## config.mk

```make
export PLATFORM = sky130hd
export DESIGN_NAME = tdcc_timer
export DESIGN_NICKNAME = d
export VERILOG_FILES = /design/src/shared/tdcc_pkg.sv /design/src/shared/tdcc_edge_if.sv /design/src/verilog/tdcc_timer.sv /design/src/verilog/tdcc_pin_sync.sv
export SDC_FILE = /design/constraint.sdc
export NUM_CORES = 1
export LEC_CHECK = 0
export BUFFER_PORTS_ARGS = -buffer_cell sky130_fd_sc_hd__buf_2
export CAP_MARGIN = 20
export CORE_ASPECT_RATIO = 0.8
export CORE_MARGIN = 3
export CORE_UTILIZATION = 31
export CTS_BUF_LIST = sky130_fd_sc_hd__clkbuf_2
export CTS_CLUSTER_DIAMETER = 60
export DETAILED_ROUTE_END_ITERATION = 12
export PLACE_DENSITY = 0.46
export SLEW_MARGIN = 25
export SYNTH_ARGS = -nofsm -noshare
export SYNTH_HDL_FRONTEND = slang
export SYNTH_SLANG_ARGS = --single-unit
```

## constraint.sdc

```tcl
create_clock -name aclk -period 2.55 [get_ports aclk]
set_input_delay 0.255 -clock aclk [delete_from_list [all_inputs] [get_ports aclk]]
set_output_delay 0.255 -clock aclk [all_outputs]
set_load 0.05 [all_outputs]
```

## src/shared/tdcc_pkg.sv

```systemverilog
// Constants, field layouts and encodings for the dual capture/compare timer
package tdcc_pkg;

  // Bus geometry
  localparam int ADDR_W = 8;
  localparam int DATA_W = 32;
  localparam int CNT_W  = 16;

  // Register byte addresses
  localparam logic [ADDR_W-1:0] ADDR_COUNT     = 8'h00;
  localparam logic [ADDR_W-1:0] ADDR_CAPCMP1   = 8'h04;
  localparam logic [ADDR_W-1:0] ADDR_CAPCMP2   = 8'h08;
  localparam logic [ADDR_W-1:0] ADDR_MODE_CTRL = 8'h0c;
  localparam logic [ADDR_W-1:0] ADDR_CC_CTRL   = 8'h10;
  localparam logic [ADDR_W-1:0] ADDR_PRESCALE  = 8'h14;

  // Reset and boundary values of the counter
  localparam logic [CNT_W-1:0] CNT_ZERO = 16'h0000;
  localparam logic [CNT_W-1:0] CNT_ONE  = 16'h0001;

  // Field positions in mode_control_reg
  localparam int OP_MODE_LOW_POS  = 2;
  localparam int OP_MODE_HIGH_POS = 3;

  // Field positions in capcmp_control_reg
  localparam int FIRST_CAP_EN_POS  = 0;
  localparam int FIRST_TRIG_POS    = 1;
  localparam int SECOND_CAP_EN_POS = 2;

  // Field positions in prescaler_mode_reg
  localparam int CLK_SEL_LO_POS     = 0;
  localparam int CLK_SEL_HI_POS     = 1;
  localparam int IN_FIRST_LO_POS    = 4;
  localparam int IN_FIRST_HI_POS    = 5;
  localparam int IN_SECOND_LO_POS   = 6;
  localparam int IN_SECOND_HI_POS   = 7;

  // Pin index inside the edge carrier
  localparam int PIN_FIRST  = 0;
  localparam int PIN_SECOND = 1;

  // Byte enables that make a complete 16-bit word
  localparam logic [1:0] STRB_WORD16 = 2'h3;

  // AXI responses
  localparam logic [1:0] RESP_OKAY   = 2'h0;
  localparam logic [1:0] RESP_SLVERR = 2'h2;
  localparam logic [1:0] RESP_DECERR = 2'h3;

  typedef enum logic [1:0] {
    TDCC_MODE_STOP  = 2'b00,
    TDCC_MODE_FREE  = 2'b01,
    TDCC_MODE_EDGE  = 2'b10,
    TDCC_MODE_MATCH = 2'b11
  } tdcc_mode_t;

  typedef enum logic [1:0] {
    TDCC_EDGE_FALL = 2'b00,
    TDCC_EDGE_RISE = 2'b01,
    TDCC_EDGE_BAD  = 2'b10,
    TDCC_EDGE_BOTH = 2'b11
  } tdcc_edge_t;

  typedef enum logic [1:0] {
    TDCC_CLK_DIV1 = 2'b00,
    TDCC_CLK_DIV2 = 2'b01,
    TDCC_CLK_DIV4 = 2'b10,
    TDCC_CLK_PIN  = 2'b11
  } tdcc_clksel_t;

endpackage : tdcc_pkg

```

## src/shared/tdcc_edge_if.sv

```systemverilog
// Carrier for synchronised pin edge pulses
`timescale 1ns/1ps
`default_nettype none
interface tdcc_edge_if;
  logic [1:0] rise;
  logic [1:0] fall;
  modport src (output rise, output fall);
  modport dst (input rise, input fall);
endinterface : tdcc_edge_if
`default_nettype wire

```

## src/verilog/tdcc_timer.sv

```systemverilog
// Dual capture/compare 16-bit timer with AXI4-Lite register slave
//
// Local design decisions: the AXI4-Lite interface to the registers and the register offsets.
`timescale 1ns/1ps
`default_nettype none
// How it works
// - 16-bit read-only counter increments on count clock
// - Counter read freezes count clock for snapshot
// - Reset or stop mode clears counter
// - Edge-clear mode clears on first input edge
// - Match-clear mode clears on first register match
// - Control bit 0 selects first compare/capture
// - First compare match raises first interrupt
// - First pin edge code sets both capture triggers
// - Second pin edge code sets first capture trigger
// - Second-pin capture raises first interrupt
// - First-pin capture into first register: no interrupt
// - First register zero matches on counter wrap
// - Control bit 2 selects second compare/capture
// - Second compare match raises second interrupt
// - Second captures on first pin, raises interrupt
// - Compare registers reset zero, accept whole words only
// - Second register zero matches on counter wrap
// - Mode bits: stop, free, edge clear, match clear
// - Trigger select picks first register capture source
module tdcc_timer
  import tdcc_pkg::*;
(
  // Clock and reset
  input  wire logic              aclk,
  input  wire logic              aresetn,
  // AXI4-Lite write address
  input  wire logic [ADDR_W-1:0] awaddr,
  input  wire logic              awvalid,
  output logic                   awready,
  // AXI4-Lite write data
  input  wire logic [DATA_W-1:0] wdata,
  input  wire logic [3:0]        wstrb,
  input  wire logic              wvalid,
  output logic                   wready,
  // AXI4-Lite write response
  output logic [1:0]             bresp,
  output logic                   bvalid,
  input  wire logic              bready,
  // AXI4-Lite read address
  input  wire logic [ADDR_W-1:0] araddr,
  input  wire logic              arvalid,
  output logic                   arready,
  // AXI4-Lite read data
  output logic [DATA_W-1:0]      rdata,
  output logic [1:0]             rresp,
  output logic                   rvalid,
  input  wire logic              rready,
  // Timer input pins
  input  wire logic              timer_input_first,
  input  wire logic              timer_input_second,
  // Interrupt pulses
  output logic                   match_first_irq,
  output logic                   match_second_irq
);

  typedef struct packed {
    // Bus slave
    logic              awready;
    logic              wready;
    logic              aw_got;
    logic              w_got;
    logic [ADDR_W-1:0] awaddr;
    logic [DATA_W-1:0] wdata;
    logic [3:0]        wstrb;
    logic              bvalid;
    logic [1:0]        bresp;
    logic              arready;
    logic              rvalid;
    logic [DATA_W-1:0] rdata;
    logic [1:0]        rresp;
    // Timer core
    tdcc_mode_t        mode;
    logic              first_cap_en;
    logic              first_trig_sel;
    logic              second_cap_en;
    tdcc_clksel_t      clk_sel;
    tdcc_edge_t        es_first;
    tdcc_edge_t        es_second;
    logic [1:0]        div;
    logic [CNT_W-1:0]  count;
    logic [CNT_W-1:0]  cc1;
    logic [CNT_W-1:0]  cc2;
    logic              irq1;
    logic              irq2;
  } tdcc_state_t;

  tdcc_state_t s_reg;
  tdcc_state_t s_next;

  ////////////////////////////////////////////////////////////////////////////
  // Edge decoding helpers
  function automatic logic edge_valid(input tdcc_edge_t es, input logic rise,
                                      input logic fall);
    logic v;
    case (es)
      TDCC_EDGE_FALL: v = fall;
      TDCC_EDGE_RISE: v = rise;
      TDCC_EDGE_BOTH: v = rise | fall;
      default:        v = 1'b0;
    endcase
    return v;
  endfunction : edge_valid

  // Inverse of the valid edge; both-edge code yields no capture
  function automatic logic edge_inverted(input tdcc_edge_t es, input logic rise,
                                         input logic fall);
    logic v;
    case (es)
      TDCC_EDGE_FALL: v = rise;
      TDCC_EDGE_RISE: v = fall;
      default:        v = 1'b0;
    endcase
    return v;
  endfunction : edge_inverted

  ////////////////////////////////////////////////////////////////////////////
  // Pin synchroniser
  tdcc_edge_if pin_edges ();
  tdcc_pin_sync tdcc_pin_sync_inst (
    .aclk               (aclk),
    .aresetn            (aresetn),
    .timer_input_first  (timer_input_first),
    .timer_input_second (timer_input_second),
    .edges              (pin_edges.src)
  );

  ////////////////////////////////////////////////////////////////////////////
  // Helper terms
  logic             aw_hs;
  logic             w_hs;
  logic             ar_hs;
  logic             wr_go;
  logic             rd_freeze;
  logic             running;
  logic             tick_src;
  logic             tick;
  logic             first_valid;
  logic             first_inv;
  logic             second_valid;
  logic             wrap_clear;
  logic [CNT_W-1:0] cnt_after;
  logic             match1;
  logic             match2;
  logic             cap1_evt;
  logic             cap2_evt;
  logic             word16;
  assign aw_hs  = awvalid & s_reg.awready;
  assign w_hs   = wvalid & s_reg.wready;
  assign ar_hs  = arvalid & s_reg.arready;
  assign wr_go  = s_reg.aw_got & s_reg.w_got & ~s_reg.bvalid;
  assign word16 = (s_reg.wstrb[1:0] == STRB_WORD16);
  // Freezing the count for the read cycle keeps the snapshot coherent
  assign rd_freeze = ar_hs & (araddr == ADDR_COUNT);
  assign running   = (s_reg.mode != TDCC_MODE_STOP);
  assign first_valid  = edge_valid(s_reg.es_first, pin_edges.rise[PIN_FIRST],
                                   pin_edges.fall[PIN_FIRST]);
  assign first_inv    = edge_inverted(s_reg.es_first, pin_edges.rise[PIN_FIRST],
                                      pin_edges.fall[PIN_FIRST]);
  assign second_valid = edge_valid(s_reg.es_second, pin_edges.rise[PIN_SECOND],
                                   pin_edges.fall[PIN_SECOND]);

  always_comb begin
    case (s_reg.clk_sel)
      TDCC_CLK_DIV1: tick_src = 1'b1;
      TDCC_CLK_DIV2: tick_src = s_reg.div[0];
      TDCC_CLK_DIV4: tick_src = &s_reg.div;
      default:       tick_src = first_valid;
    endcase
  end
  assign tick = running & tick_src & ~rd_freeze;
  // In match mode the count returns to zero after sitting on the first value
  assign wrap_clear = (s_reg.mode == TDCC_MODE_MATCH) && (s_reg.count == s_reg.cc1);
  assign cnt_after  = wrap_clear ? CNT_ZERO : s_reg.count + CNT_ONE;
  // Compare events fire on arrival, so a zero value fires on wrap
  assign match1 = tick & (cnt_after == s_reg.cc1);
  assign match2 = tick & (cnt_after == s_reg.cc2);
  assign cap1_evt = s_reg.first_cap_en &
                    (s_reg.first_trig_sel ? first_inv : second_valid);
  assign cap2_evt = s_reg.second_cap_en & first_valid;

  ////////////////////////////////////////////////////////////////////////////
  // Next state
  always_comb begin
    s_next = s_reg;
    // Write channels, taken in either order
    if (aw_hs) begin
      s_next.aw_got = 1'b1;
      s_next.awaddr = awaddr;
    end
    if (w_hs) begin
      s_next.w_got = 1'b1;
      s_next.wdata = wdata;
      s_next.wstrb = wstrb;
    end
    if (s_reg.bvalid && bready) begin
      s_next.bvalid = 1'b0;
    end
    // Counter
    s_next.div = running ? s_reg.div + 2'h1 : 2'h0;
    if (!running) begin
      s_next.count = CNT_ZERO;
    end else if (s_reg.mode == TDCC_MODE_EDGE && first_valid) begin
      s_next.count = CNT_ZERO;
    end else if (tick) begin
      s_next.count = cnt_after;
    end
    // Register writes; a capture in the same cycle wins over software
    if (wr_go) begin
      s_next.aw_got = 1'b0;
      s_next.w_got  = 1'b0;
      s_next.bvalid = 1'b1;
      s_next.bresp  = RESP_OKAY;
      if (s_reg.awaddr == ADDR_CAPCMP1) begin
        if (word16) begin
          s_next.cc1 = s_reg.wdata[CNT_W-1:0];
        end else begin
          s_next.bresp = RESP_SLVERR;
        end
      end else if (s_reg.awaddr == ADDR_CAPCMP2) begin
        if (word16) begin
          s_next.cc2 = s_reg.wdata[CNT_W-1:0];
        end else begin
          s_next.bresp = RESP_SLVERR;
        end
      end else if (s_reg.awaddr == ADDR_MODE_CTRL) begin
        if (s_reg.wstrb[0]) begin
          s_next.mode = tdcc_mode_t'({s_reg.wdata[OP_MODE_HIGH_POS],
                                      s_reg.wdata[OP_MODE_LOW_POS]});
        end
      end else if (s_reg.awaddr == ADDR_CC_CTRL) begin
        if (s_reg.wstrb[0]) begin
          s_next.first_cap_en   = s_reg.wdata[FIRST_CAP_EN_POS];
          s_next.first_trig_sel = s_reg.wdata[FIRST_TRIG_POS];
          s_next.second_cap_en  = s_reg.wdata[SECOND_CAP_EN_POS];
        end
      end else if (s_reg.awaddr == ADDR_PRESCALE) begin
        if (s_reg.wstrb[0]) begin
          s_next.clk_sel   = tdcc_clksel_t'(s_reg.wdata[CLK_SEL_HI_POS:CLK_SEL_LO_POS]);
          s_next.es_first  = tdcc_edge_t'(s_reg.wdata[IN_FIRST_HI_POS:IN_FIRST_LO_POS]);
          s_next.es_second = tdcc_edge_t'(s_reg.wdata[IN_SECOND_HI_POS:IN_SECOND_LO_POS]);
        end
      end else if (s_reg.awaddr == ADDR_COUNT) begin
        s_next.bresp = RESP_SLVERR;
      end else begin
        s_next.bresp = RESP_DECERR;
      end
    end

    // Captures latch the pre-increment count
    if (cap1_evt) begin
      s_next.cc1 = s_reg.count;
    end
    if (cap2_evt) begin
      s_next.cc2 = s_reg.count;
    end
    // One-cycle interrupt pulses
    s_next.irq1 = (~s_reg.first_cap_en & match1) |
                  (s_reg.first_cap_en & ~s_reg.first_trig_sel & second_valid);
    s_next.irq2 = (~s_reg.second_cap_en & match2) | cap2_evt;

    // Read channel
    if (s_reg.rvalid && rready) begin
      s_next.rvalid = 1'b0;
    end
    if (ar_hs) begin
      s_next.rvalid = 1'b1;
      s_next.rresp  = RESP_OKAY;
      s_next.rdata  = '0;
      if (araddr == ADDR_COUNT) begin
        s_next.rdata[CNT_W-1:0] = s_reg.count;
      end else if (araddr == ADDR_CAPCMP1) begin
        s_next.rdata[CNT_W-1:0] = s_reg.cc1;
      end else if (araddr == ADDR_CAPCMP2) begin
        s_next.rdata[CNT_W-1:0] = s_reg.cc2;
      end else if (araddr == ADDR_MODE_CTRL) begin
        s_next.rdata[OP_MODE_HIGH_POS] = s_reg.mode[1];
        s_next.rdata[OP_MODE_LOW_POS]  = s_reg.mode[0];
      end else if (araddr == ADDR_CC_CTRL) begin
        s_next.rdata[FIRST_CAP_EN_POS]  = s_reg.first_cap_en;
        s_next.rdata[FIRST_TRIG_POS]    = s_reg.first_trig_sel;
        s_next.rdata[SECOND_CAP_EN_POS] = s_reg.second_cap_en;
      end else if (araddr == ADDR_PRESCALE) begin
        s_next.rdata[CLK_SEL_HI_POS:CLK_SEL_LO_POS]     = s_reg.clk_sel;
        s_next.rdata[IN_FIRST_HI_POS:IN_FIRST_LO_POS]   = s_reg.es_first;
        s_next.rdata[IN_SECOND_HI_POS:IN_SECOND_LO_POS] = s_reg.es_second;
      end else begin
        s_next.rresp = RESP_DECERR;
      end
    end

    // One transaction per direction; ready drops while busy
    s_next.awready = ~s_next.aw_got & ~s_next.bvalid;
    s_next.wready  = ~s_next.w_got & ~s_next.bvalid;
    s_next.arready = ~s_next.rvalid;
  end

  always_ff @(posedge aclk) begin
    if (!aresetn) begin
      s_reg <= '0;
    end else begin
      s_reg <= s_next;
    end
  end

  assign awready          = s_reg.awready;
  assign wready           = s_reg.wready;
  assign bvalid           = s_reg.bvalid;
  assign bresp            = s_reg.bresp;
  assign arready          = s_reg.arready;
  assign rvalid           = s_reg.rvalid;
  assign rdata            = s_reg.rdata;
  assign rresp            = s_reg.rresp;
  assign match_first_irq  = s_reg.irq1;
  assign match_second_irq = s_reg.irq2;
endmodule : tdcc_timer
`default_nettype wire

```

## src/verilog/tdcc_pin_sync.sv

```systemverilog
// Three-stage pin synchroniser with edge detection for both timer inputs
`timescale 1ns/1ps
`default_nettype none
module tdcc_pin_sync
  import tdcc_pkg::*;
(
  // Clock and reset
  input  wire logic    aclk,
  input  wire logic    aresetn,
  // Raw pins
  input  wire logic    timer_input_first,
  input  wire logic    timer_input_second,
  // Edge pulses
  tdcc_edge_if.src     edges
);

  typedef struct packed {
    logic [1:0] sync1;
    logic [1:0] sync2;
    logic [1:0] sync3;
    logic [1:0] stable;
    logic [1:0] rise;
    logic [1:0] fall;
  } tdcc_sync_t;

  tdcc_sync_t s_reg;
  tdcc_sync_t s_next;
  logic [1:0] agree;

  // A change counts only once stages two and three agree
  assign agree = ~(s_reg.sync2 ^ s_reg.sync3);

  always_comb begin
    s_next        = s_reg;
    s_next.sync1  = {timer_input_second, timer_input_first};
    s_next.sync2  = s_reg.sync1;
    s_next.sync3  = s_reg.sync2;
    s_next.stable = (agree & s_reg.sync3) | (~agree & s_reg.stable);
    s_next.rise   = agree & s_reg.sync3 & ~s_reg.stable;
    s_next.fall   = agree & ~s_reg.sync3 & s_reg.stable;
  end

  always_ff @(posedge aclk) begin
    if (!aresetn) begin
      s_reg <= '0;
    end else begin
      s_reg <= s_next;
    end
  end

  assign edges.rise = s_reg.rise;
  assign edges.fall = s_reg.fall;

endmodule : tdcc_pin_sync
`default_nettype wire

```

**After elaboration in Yosys (flattened, before gate mapping)**

Cells that the tools add are included.

- Output and inout port bits: 43
- Bits of input ports: 61
- Register bits after elaboration: 128

- Muxes and demuxes: 45
- Add/subtract/negate cells: 2
- Bitwise logic cells: 48
- Equal/unequal tests: 23
- Reduce and logical (&&, ||, !) cells: 24

Operators with widths:

| operator | number |
|---|---|
| $mux W16 | 9 |
| $eq A16 B16 Y1 | 3 |
| $mux W35 | 1 |
| $eq A8 B4 Y1 const B | 4 |
| $eq A8 B5 Y1 const B | 4 |
| $mux W32 | 1 |
| $mux W2 | 14 |
| $and A1 B1 Y1 | 18 |
| $add A16 B1 Y16 const B | 1 |
| $eq A8 B3 Y1 const B | 2 |
| $logic_not A8 Y1 | 2 |
| $mux W4 | 4 |
| $mux W8 | 2 |
| $not A1 Y1 | 15 |
| $reduce_bool A2 Y1 | 7 |
| $eq A2 B2 Y1 const B | 6 |
| $and A2 B2 Y2 | 5 |
| $mux W1 | 9 |
| $pmux W1 S3 | 3 |
| $not A2 Y2 | 4 |
| $reduce_and A7 Y1 | 1 |
| $eq A2 B1 Y1 const B | 3 |
| $logic_not A2 Y1 | 3 |
| $reduce_and A6 Y1 | 1 |
| 13 further kinds | 20 |

**Longest topological paths before layout**

Gate-level depths: netlist of the first run.

- Word-level depth: 10
- Depth in mapped cells: 9
- Mapped depth without buffers: 8

**Cells and area by module**

Synthesis of the first run repeated with hierarchy kept, for this count alone.

- Cell total of the unflattened synthesis: 861
- Area total of the unflattened synthesis: 6996.7 µm²

Modules (own cells, without submodules):

| module | area each (µm²) | times used | seq. area each (µm²) | cells each |
|---|---|---|---|---|
| tdcc_timer | 6542.5 | 1 | 2302.2 | 820 |
| tdcc_pin_sync | 454.2 | 1 | 240.2 | 41 |

**Worst setup path after synthesis of the first run**

OpenSTA, ideal clock, no wires.

- Kind: reg-to-reg
- Start point: register s_reg[34] in the netlist's numbering
- End point: register s_reg, in the netlist match_first_irq
- Period minus slack after synthesis: 2.134 ns
- Stages on the path, launching flop included: 9
- Library setup time: 0.084 ns
- Setup slack: 0.416 ns
- Arrival: 2.050 ns
- Cell sequence: dfxtp_1 -> ha_1 -> nand4_2 -> or4_4 -> xor2_2 -> a22o_1 -> nor3_2 -> nand4_1 -> o31ai_2

- Longest elaborated chain between the ends: 7

RTL lines:

| element | RTL line | RTL |
|---|---|---|
| start: declaration | tdcc_timer.sv:93 | `tdcc_state_t s_reg;` |
| start signal: assignment | tdcc_timer.sv:307 | `s_reg <= s_next;` |
| parallel branches: the longest is 2 deep, another holds $add A16 B1 Y16 | n/a |  |
| $mux W16 * | tdcc_timer.sv:179 | `assign cnt_after = wrap_clear ? CNT_ZERO : s_reg.count + CNT_ONE;` |
| $eq A16 B16 Y1 * | tdcc_timer.sv:181 | `assign match1 = tick & (cnt_after == s_reg.cc1);` |
| $and A1 B1 Y1 * | tdcc_timer.sv:181 |  |
| $and A1 B1 Y1 * | tdcc_timer.sv:263 | `s_next.irq1 = (~s_reg.first_cap_en & match1) \|` |
| $or A1 B1 Y1 * | tdcc_timer.sv:263 |  |

Every way passes the cells marked *.
A chain may end at the register's enable or synchronous reset.

**Worst setup path after layout of the first run**

- Start point: register s_reg[44] in the netlist's numbering
- End point: register s_reg, in the netlist match_first_irq

Same word-level chain as after synthesis.

==> impl_metrics.toml, run 1 <==
[status]
status = "completed"

[worst_setup_path]
rr_endpoint = "match_first_irq"
r2r_slack_ns = 0.12
criticalPathCategory = "reg2reg"
cp.arrival_ns = 3.08
reg2reg_depth = 7
reg2reg_from = "s_reg[44]"
end_kind = "flip-flop"
worstPathMaxFanout = 5
required_ns = 3.20
critPathLaunchType = "flip-flop"

[global_route]
grt_busiest_layer = "met1"
grt_pass1_wl_um = 36600
track_usage_pct = 19.2
grt_pass1_vias = 6104
grt_overflow = 0
use_met2_pct = 25.0
grt_max_degree = 51
met3_usage_pct = 6.09
use_met1_pct = 30.4
antenna_found_initial = 1

[finish]
drive_above_1_share_pct = 21.3
finalNetCount = 1062
finish.utilization_pct = 39.7
fill_cells = 2315
largest_register_ffs = 89
area_delta_synth_final_pct = 23.5

[clock_network]
clk_latency_ns = 0.76
cts_buffers = 17
clk_pin_slew_ns = 0.26
cts_sinks = 127
cts_tree = "built"
cts_buffer_depth = 2
cts_root_buffer = "clkbuf_2"
h-tree-depth = 4
cts_setup_buffers = 0

[timing]
tns_ns = 0
skew_ns = 0.0565
worst_slew_pin_slew_ns = 0.710
setup_viol_count_final = 0
timing.final.max_slew_violations = 0
finalCritPeriodShare_pct = 95.3
rsz0062_at_grt = "no"
hold_viol = 0
slew_headroom_pct = 52.5
fmax_ghz = 0.412
period_needed_ns = 2.43

[power]
p_leak_nw = 3.61
p_comb_share_pct = 10.8
pwr-share-seq_pct = 52.7
power_w = 0.00395
cellPowerDensity_nw_per_um2 = 453
internal-power_w = 0.00263
p_sw_w = 0.00132
pwr-share-clk_pct = 36.5
vdd_ir_drop_max_mv = 0.274
switching_share_pct = 33.5

[placement]
gp_congestion = 0.901
io_buffers = 69
place_hpwl_um = 17500

[floorplanning]
die_w_um = 175
start_util_pct = 32.2
dieArea_sq_um = 24700
fp-row-count = 48
die_h_um = 141
coreArea_sq_um = 22000
ios = 104

[yosys]
ys_ff_latch = 127
syn_avg_cell_area_sq_um = 8.28
synthCells = 854
yosysWarnings = 0
synth-edff-count = 0
ys_seq_area_share_pct = 35.9
ys_async_sr_fraction_pct = 0
synth_cell_types = 74
syn_area_sq_um = 7070
synthFlopType = "dfxtp_1"

[min_path]
hp-class = "in2reg"
min_from = "arvalid"
hold_path_end = "rdata[3]"
holdPathStages = 4

[drt]
wl_per_cell_um = 18.0
drc_errors = 0
vias = 6613
drtIter0Drc = 447
firstDrtPassIters = 5
via_per_inst = 5.05
drt-total-wl_um = 23600
antenna_left = 0

[run]
maxCapViolCount = 0
[what timing repair did]
action | CTS | global route
endpoints found under the setup margin | 0 | 2
endpoints found under the hold margin | 47 | 0
gates resized for setup | 0 | 11
hold buffers | 56 | 0
[logic make-up (layout without fill, tap and decap cells)]
logic type	Yosys count	count (layout)	share of synthesized area, %
AO/OA/AOI/OAI	203	203	19.2
XOR/XNOR	37	37	4.88
adder cells (fa/ha/maj)	6	6	1.06
buffers and inverters	109	248	9.94
flip-flops	127	127	35.9
multiplexers	42	42	6.12
other	1	17	0.0530
AND/OR/NAND/NOR	329	329	22.8
[layout make-up]
| type | count | area (sq um) | area share, % |
|---|---|---|---|
| timing repair buffer | 203 | 1530 | 17.5 |
| tap | 300 | 375 | 4.30 |
| sequential | 127 | 2540 | 29.1 |
| multi-input combinational | 633 | 3960 | 45.3 |
| antenna | 1 | 2.50 | 0.0287 |
| clock buffer | 17 | 85.1 | 0.974 |
| inverter | 13 | 48.8 | 0.559 |
| clock inverter | 15 | 193 | 2.21 |
[cells in the mapped netlist (16+ instances only)]
master / count / area share, %
nor3_1: 22 / 1.6
nor2_1: 102 / 5.4
xor2_1: 19 / 2.4
mux2i_1: 41 / 5.8
o21ai_0: 19 / 1.3
xnor2_1: 16 / 2.0
clkbuf_1: 25 / 1.3
buf_4: 37 / 3.9
buf_2: 17 / 1.2
dfxtp_1: 127 / 36
a211oi_1: 40 / 4.2
nand2_1: 110 / 5.8
a22oi_1: 16 / 1.7
nand3_1: 16 / 1.1
a21oi_1: 70 / 5.0
[worst max-delay path: stages, from the launching register on]
cell	delay, ns
dfxtp_1	0.51
xor2_1	0.15
nor4_4	0.40
and2_1	0.30
a22oi_1	0.12
o32ai_1	0.37
nand4_1	0.18
o31ai_2	0.30
[routing by layer]
metal,share of wire [%],vias up
met1,52,3093
met4,0.85,0
met3,9.2,17
met5,0,-
met2,38,235
li1,-,3268
[stage by stage]
step	std cells	instance area (sq um)	hold slack [ns]	setup WS, ns
after detailed placement	1220	7820	0.419	0.159
after global placement	1220	7820	0.413	0.178
after global routing	1309	8730	0.0959	0.0147
after CTS	1308	8660	0.0183	0.0868
final	1309	8730	0.0879	0.120
after floorplan	869	7130	0.382	0.416
[layout by cell type, fill, tap and decap left out, types with 7 or more instances in the layout]
master         count
dfxtp_1          126
nand2_1          110
nor2_1           101
buf_4             75
a21oi_1           70
buf_2             69
dlygate4sd3_1     56
mux2i_1           41
a211oi_1          40
nor3_1            22
o21ai_0           19
xor2_1            18
clkbuf_2          17
nand3_1           16
a22oi_1           16
conb_1            16
xnor2_1           15
inv_1             12
and2_1             9
a311oi_1           8
nand3b_1           7
nand2b_1           7
inv_8              7
[worst max-delay path by stage]
| stage | startpoint | end | slack (ns) |
|---|---|---|---|
| finish | s_reg[44] | match_first_irq | 0.12 |
| global route | s_reg[44] | match_first_irq | 0.01 |
| CTS | s_reg[34] | match_first_irq | 0.09 |
| detailed placement | s_reg[34] | match_first_irq | 0.16 |
| global placement | s_reg[34] | match_first_irq | 0.18 |
| floorplan | s_reg[34] | match_first_irq | 0.42 |
[power by group through the flow]
stage,Sequential [W],Clock [W],Combinational (W)
global route,0.00209,0.00158,0.000467
finish,0.00208,0.00144,0.000427
CTS,0.00208,0.00149,0.000429
global placement,0.00212,0,0.000367
detailed placement,0.00212,0,0.000367
floorplan,0.00212,0,0.000294
Note: power is estimated with default switching activity, not from simulation.
==> run 2: changes to the inputs <==
--- a/config.mk
+++ b/config.mk
@@ -9,12 +9,11 @@
 export CAP_MARGIN = 20
 export CORE_ASPECT_RATIO = 0.8
 export CORE_MARGIN = 3
-export CORE_UTILIZATION = 31
+export CORE_UTILIZATION = 45
 export CTS_BUF_LIST = sky130_fd_sc_hd__clkbuf_2
 export CTS_CLUSTER_DIAMETER = 60
 export DETAILED_ROUTE_END_ITERATION = 12
-export PLACE_DENSITY = 0.46
-export SLEW_MARGIN = 25
+export PLACE_DENSITY = 0.62
 export SYNTH_ARGS = -nofsm -noshare
 export SYNTH_HDL_FRONTEND = slang
 export SYNTH_SLANG_ARGS = --single-unit
==> impl_metrics.toml, run 2 (synthesis results as in run 1) <==
[clock_network]
cts_root_buffer = "clkbuf_2"
h-tree-depth = 4
cts_tree = "built"
clk_latency_ns = 0.77
clk_pin_slew_ns = 0.22
cts_setup_buffers = 0
cts_buffers = 17
cts_buffer_depth = 2
cts_sinks = 127

[floorplanning]
coreArea_sq_um = 15200
die_h_um = 118
die_w_um = 146
fp-row-count = 40
dieArea_sq_um = 17300
start_util_pct = 46.5
ios = 104

[min_path]
hold_path_end = "rvalid"
min_from = "arvalid"
holdPathStages = 3
hp-class = "in2reg"

[drt]
drt-total-wl_um = 21700
drtIter0Drc = 745
firstDrtPassIters = 7
wl_per_cell_um = 18.0
antenna_left = 0
vias = 6660
via_per_inst = 5.52
drc_errors = 0

[timing]
slew_headroom_pct = 50.2
finalCritPeriodShare_pct = 96.4
skew_ns = 0.0330
period_needed_ns = 2.46
setup_viol_count_final = 0
rsz0062_at_grt = "no"
timing.final.max_slew_violations = 0
hold_viol = 0
worst_slew_pin_slew_ns = 0.742
tns_ns = 0
fmax_ghz = 0.407

[power]
pwr-share-seq_pct = 55.0
pwr-share-clk_pct = 33.8
vdd_ir_drop_max_mv = 0.294
cellPowerDensity_nw_per_um2 = 448
internal-power_w = 0.00257
switching_share_pct = 32.0
p_leak_nw = 3.53
p_comb_share_pct = 11.2
p_sw_w = 0.00121

[run]
maxCapViolCount = 0

[worst_setup_path]
reg2reg_from = "s_reg[34]"
cp.arrival_ns = 3.13
cp_top_family = "simple AND/OR/NAND/NOR gates"
required_ns = 3.22
criticalPathCategory = "reg2reg"
rr_endpoint = "match_first_irq"
worst_path_largest_cell_delay_ns = 0.45
path_cells = "ha_1 -> nand4_2 -> buf_4 -> or4_4 -> xor2_2 -> a22o_1 -> nor3_2 -> nand4_1 -> o31ai_2"
path_buf_inv = 1
r2r_slack_ns = 0.09
critPathSlowestCell = "or4_4"
critPathLaunchType = "flip-flop"
reg2reg_depth = 9
worstPathMaxFanout = 6
end_kind = "flip-flop"

[finish]
final_common_cell = "dfxtp_1"
antenna_cells = 0
layout_common_cells = "127 x dfxtp_1, 110 x nand2_1, 102 x nor2_1, 70 x a21oi_1, 69 x buf_2"
finalNetCount = 1050
regArea_sq_um = 2540
fill_cells = 1456
area_delta_synth_final_pct = 19.3
drive_above_1_share_pct = 20.2
largest_register_ffs = 89
finalNonFillerCells = 1206
multi_input_area_sq_um = 3900

[placement]
place_hpwl_um = 15500
gp_congestion = 0.997
io_buffers = 69
place_inst = 1124

[global_route]
grt_pass1_vias = 5991
track_usage_pct = 24.6
grt_pass1_wl_um = 33200
grt_max_degree = 43
grt_overflow = 0
antenna_found_initial = 0

[status]
status = "completed"
## run 2: cell types whose count changed in the layout (fill, tap and decap cells not counted), moves of 2 or more
cell / change
dlygate4sd3_1: -6
inv_8: -5
buf_4: -8
clkinv_8: -3
inv_6: +5
buf_12: +2
clkinvlp_4: +3
## run 2: power by group through the flow
stage                     clock network (W)  logic, W  registers [W]
after floorplan                           0  0.000294        0.00212
after global placement                    0  0.000360        0.00212
after detailed placement                  0  0.000364        0.00212
after CTS                           0.00130  0.000420        0.00208
after global routing                0.00140  0.000457        0.00209
final                               0.00128  0.000424        0.00208
## run 2: how the worst max path moves through the flow
stage / from / to / slack [ns] / cells past startpoint
after floorplan: s_reg[34] / match_first_irq / 0.42 / 8
after global placement: araddr[1] / s_reg[41] / 0.20 / 8
after detailed placement: s_reg[34] / match_first_irq / 0.19 / 9
after CTS: s_reg[34] / match_first_irq / 0.14 / 9
after global routing: s_reg[34] / match_first_irq / 0.01 / 9
final: s_reg[34] / match_first_irq / 0.09 / 9
## run 2: area by class of cell
cell class	instances	share of cell area, %
inverter	13	0.578
clock inverter	15	1.76
timing repair buffer	191	17.2
clock buffer	17	1.01
sequential	127	30.1
tap	210	3.11
multi-input combinational	633	46.2
## run 2: timing repair
item | CTS | global route
setup endpoints to repair | 0 | 1
endpoints found under the hold margin | 46 | 0
resized for setup | 0 | 2
hold buffers | 50 | 0
## run 2: through the flow
stage | power [W] | instance area [sq um] | hold slack, ns | setup WS [ns] | utilization (%)
CTS | 0.00379 | 8420 | 0.0000642 | 0.135 | 55.4
global placement | 0.00248 | 7690 | 0.416 | 0.195 | 50.5
floorplan | 0.00242 | 7130 | 0.382 | 0.416 | -
finish | 0.00378 | 8440 | 0.0231 | 0.0917 | 55.5
global route | 0.00395 | 8440 | 0.00948 | 0.0122 | 55.5
detailed placement | 0.00248 | 7690 | 0.420 | 0.190 | 50.5
## run 2: tightest hold or removal path, delay by kind of cell
kind                   cells  cell delay, ns
buffers and inverters      1            0.10
AO/OA/AOI/OAI              1            0.11
AND/OR/NAND/NOR            1            0.27
## run 2: layer usage
layer	part of all wire [%]	GRT usage (%)	vias to the layer above
met5	0	0	-
met4	1.3	5.58	0
met3	10	7.67	29
met2	39	33.0	297
met1	50	38.0	3085
li1	-	-	3249
==> run 3: changes to the inputs <==
--- a/config.mk
+++ b/config.mk
@@ -7,7 +7,7 @@
 export LEC_CHECK = 0
 export BUFFER_PORTS_ARGS = -buffer_cell sky130_fd_sc_hd__buf_2
 export CAP_MARGIN = 20
-export CORE_ASPECT_RATIO = 0.8
+export CORE_ASPECT_RATIO = 1.75
 export CORE_MARGIN = 3
 export CORE_UTILIZATION = 45
 export CTS_BUF_LIST = sky130_fd_sc_hd__clkbuf_2
==> constraint.sdc (replaced) <==
create_clock -name aclk -period 2.55 [get_ports aclk]
set_input_delay 0.765 -clock aclk [delete_from_list [all_inputs] [get_ports aclk]]
set_output_delay 0.765 -clock aclk [all_outputs]
set_load 0.05 [all_outputs]
==> impl_metrics.toml, run 3 (synthesis results as in run 1) <==
[status]
status = "completed"

[worst_setup_path]
cp_top_family = "simple AND/OR/NAND/NOR gates"
end_kind = "flip-flop"
path_cells = "ha_1 -> nand4_2 -> buf_4 -> or3_1 -> and2_2 -> a222oi_1 -> and4_1 -> nand4_1 -> o31ai_2"
critPathSlowestCell = "dfxtp_1"
reg2reg_depth = 9
reg2reg_from = "s_reg[34]"
criticalPathCategory = "reg2reg"
worstPathMaxFanout = 5
path_buf_inv = 1
worst_path_largest_cell_delay_ns = 0.39
cp.arrival_ns = 3.04
critPathLaunchType = "flip-flop"
r2r_slack_ns = 0.12
required_ns = 3.16
rr_endpoint = "match_second_irq"

[clock_network]
cts_sinks = 127
cts_root_buffer = "clkbuf_2"
postCtsHoldBufs = 0
clk_latency_ns = 0.71
cts_buffer_depth = 2
cts_buffers = 17
h-tree-depth = 4
cts_tree = "built"
clk_pin_slew_ns = 0.23

[finish]
final_common_cell = "dfxtp_1"
fill_cells = 1512
drive_above_1_share_pct = 23.3
area_delta_synth_final_pct = 13.8
largest_register_ffs = 89
finalNetCount = 1014
final_area_sq_um = 8050
layout_common_cells = "125 x dfxtp_1, 110 x nand2_1, 101 x nor2_1, 82 x buf_4, 70 x a21oi_1"

[timing]
rsz0062_at_grt = "no"
timing.final.max_slew_violations = 0
hold_viol = 0
worst_slew_pin_slew_ns = 0.725
finalCritPeriodShare_pct = 95.2
setup_viol_count_final = 0
whs_ns = 0.259
skew_ns = 0.0404
fmax_ghz = 0.412
slew_headroom_pct = 51.3
period_needed_ns = 2.43
tns_ns = 0

[drt]
antenna_left = 0
drt-total-wl_um = 23000
firstDrtPassIters = 7
drc_errors = 0
route.met2.wl_um = 12300
top_layer = "met4"
wl_per_cell_um = 20.1
wl_met3_um = 984
via_per_inst = 5.75
drtIter0Drc = 378
wl_met1_um = 7700
vias = 6594

[floorplanning]
start_util_pct = 46.0
coreArea_sq_um = 15400
ios = 104
die_w_um = 101
die_h_um = 172
dieArea_sq_um = 17300
fp-row-count = 60

[global_route]
grt_pass1_vias = 6385
grt_overflow = 0
grt_pass1_wl_um = 35100
antenna_found_initial = 1
grt_max_degree = 49
track_usage_pct = 27.0

[placement]
io_buffers = 69
place_hpwl_um = 17700
gp_congestion = 1.04
placed_area_sq_um = 7760

[run]
maxCapViolCount = 0

[power]
vdd_ir_drop_max_mv = 0.419
p_leak_nw = 3.40
cellPowerDensity_nw_per_um2 = 474

[min_path]
min_from = "wdata[1]"
hold_path_end = "s_reg[107]"
hp-class = "in2reg"
holdPathStages = 3
run 3: repair_timing:
item	CTS	global route
buffers inserted	0	0
hold endpoints to repair	0	0
resized for setup	1	8
setup endpoints to repair	1	6
run 3: per-stage QoR:
step | setup WS (ns) | utilization, % | cells | total power [W]
final | 0.123 | 52.3 | 1147 | 0.00382
after global routing | 0.00187 | 52.3 | 1147 | 0.00397
after CTS | 0.0590 | 52.1 | 1146 | 0.00385
after detailed placement | -0.00588 | 50.4 | 1114 | 0.00249
after global placement | -0.000152 | 50.4 | 1114 | 0.00248
after floorplan | 0.0421 | - | 869 | 0.00242
run 3: final cells by class:
| type | instances | area [sq um] | share of cell area [%] |
|---|---|---|---|
| multi-input cells | 633 | 3920 | 48.7 |
| flip-flops and latches | 127 | 2540 | 31.6 |
| repair buffers | 155 | 1040 | 12.9 |
| well taps | 186 | 233 | 2.89 |
| clock inverters | 15 | 174 | 2.16 |
| clock buffers | 17 | 85.1 | 1.06 |
| inverters | 13 | 48.8 | 0.606 |
| diodes | 1 | 2.50 | 0.0311 |
run 3: how the worst max path moves through the flow:
stage / startpoint / endpoint / slack (ns) / cells after the start
floorplan: araddr[1] / s_reg[44] / 0.04 / 8
global placement: s_reg[43] / match_first_irq / -0.0002 / 8
detailed placement: s_reg[43] / match_first_irq / -0.006 / 8
CTS: s_reg[43] / match_first_irq / 0.06 / 8
global route: s_reg[34] / s_reg[47] / 0.002 / 10
finish: s_reg[34] / match_second_irq / 0.12 / 9
run 3: where the power goes:
group / switching (W) / internal [W]
sequential: 0.0000409 / 0.00204
combinational: 0.000262 / 0.000104
clock: 0.000889 / 0.000483
run 3: routing by layer:
| layer | vias up | track usage (%) |
|---|---|---|
| met1 | 3099 | 25.5 |
| li1 | 3168 | - |
| met3 | 100 | 4.76 |
| met4 | 0 | 22.8 |
| met2 | 227 | 49.2 |
| met5 | - | 0 |
run 3: worst reg2reg max path: cells and delay by family (launching register included):
kind	cells	cell delay, ns
AND/OR/NAND/NOR	5	1.08
adder cells (fa/ha/maj)	1	0.19
buffers and inverters	1	0.20
flip-flops	1	0.39
AO/OA/AOI/OAI	2	0.51
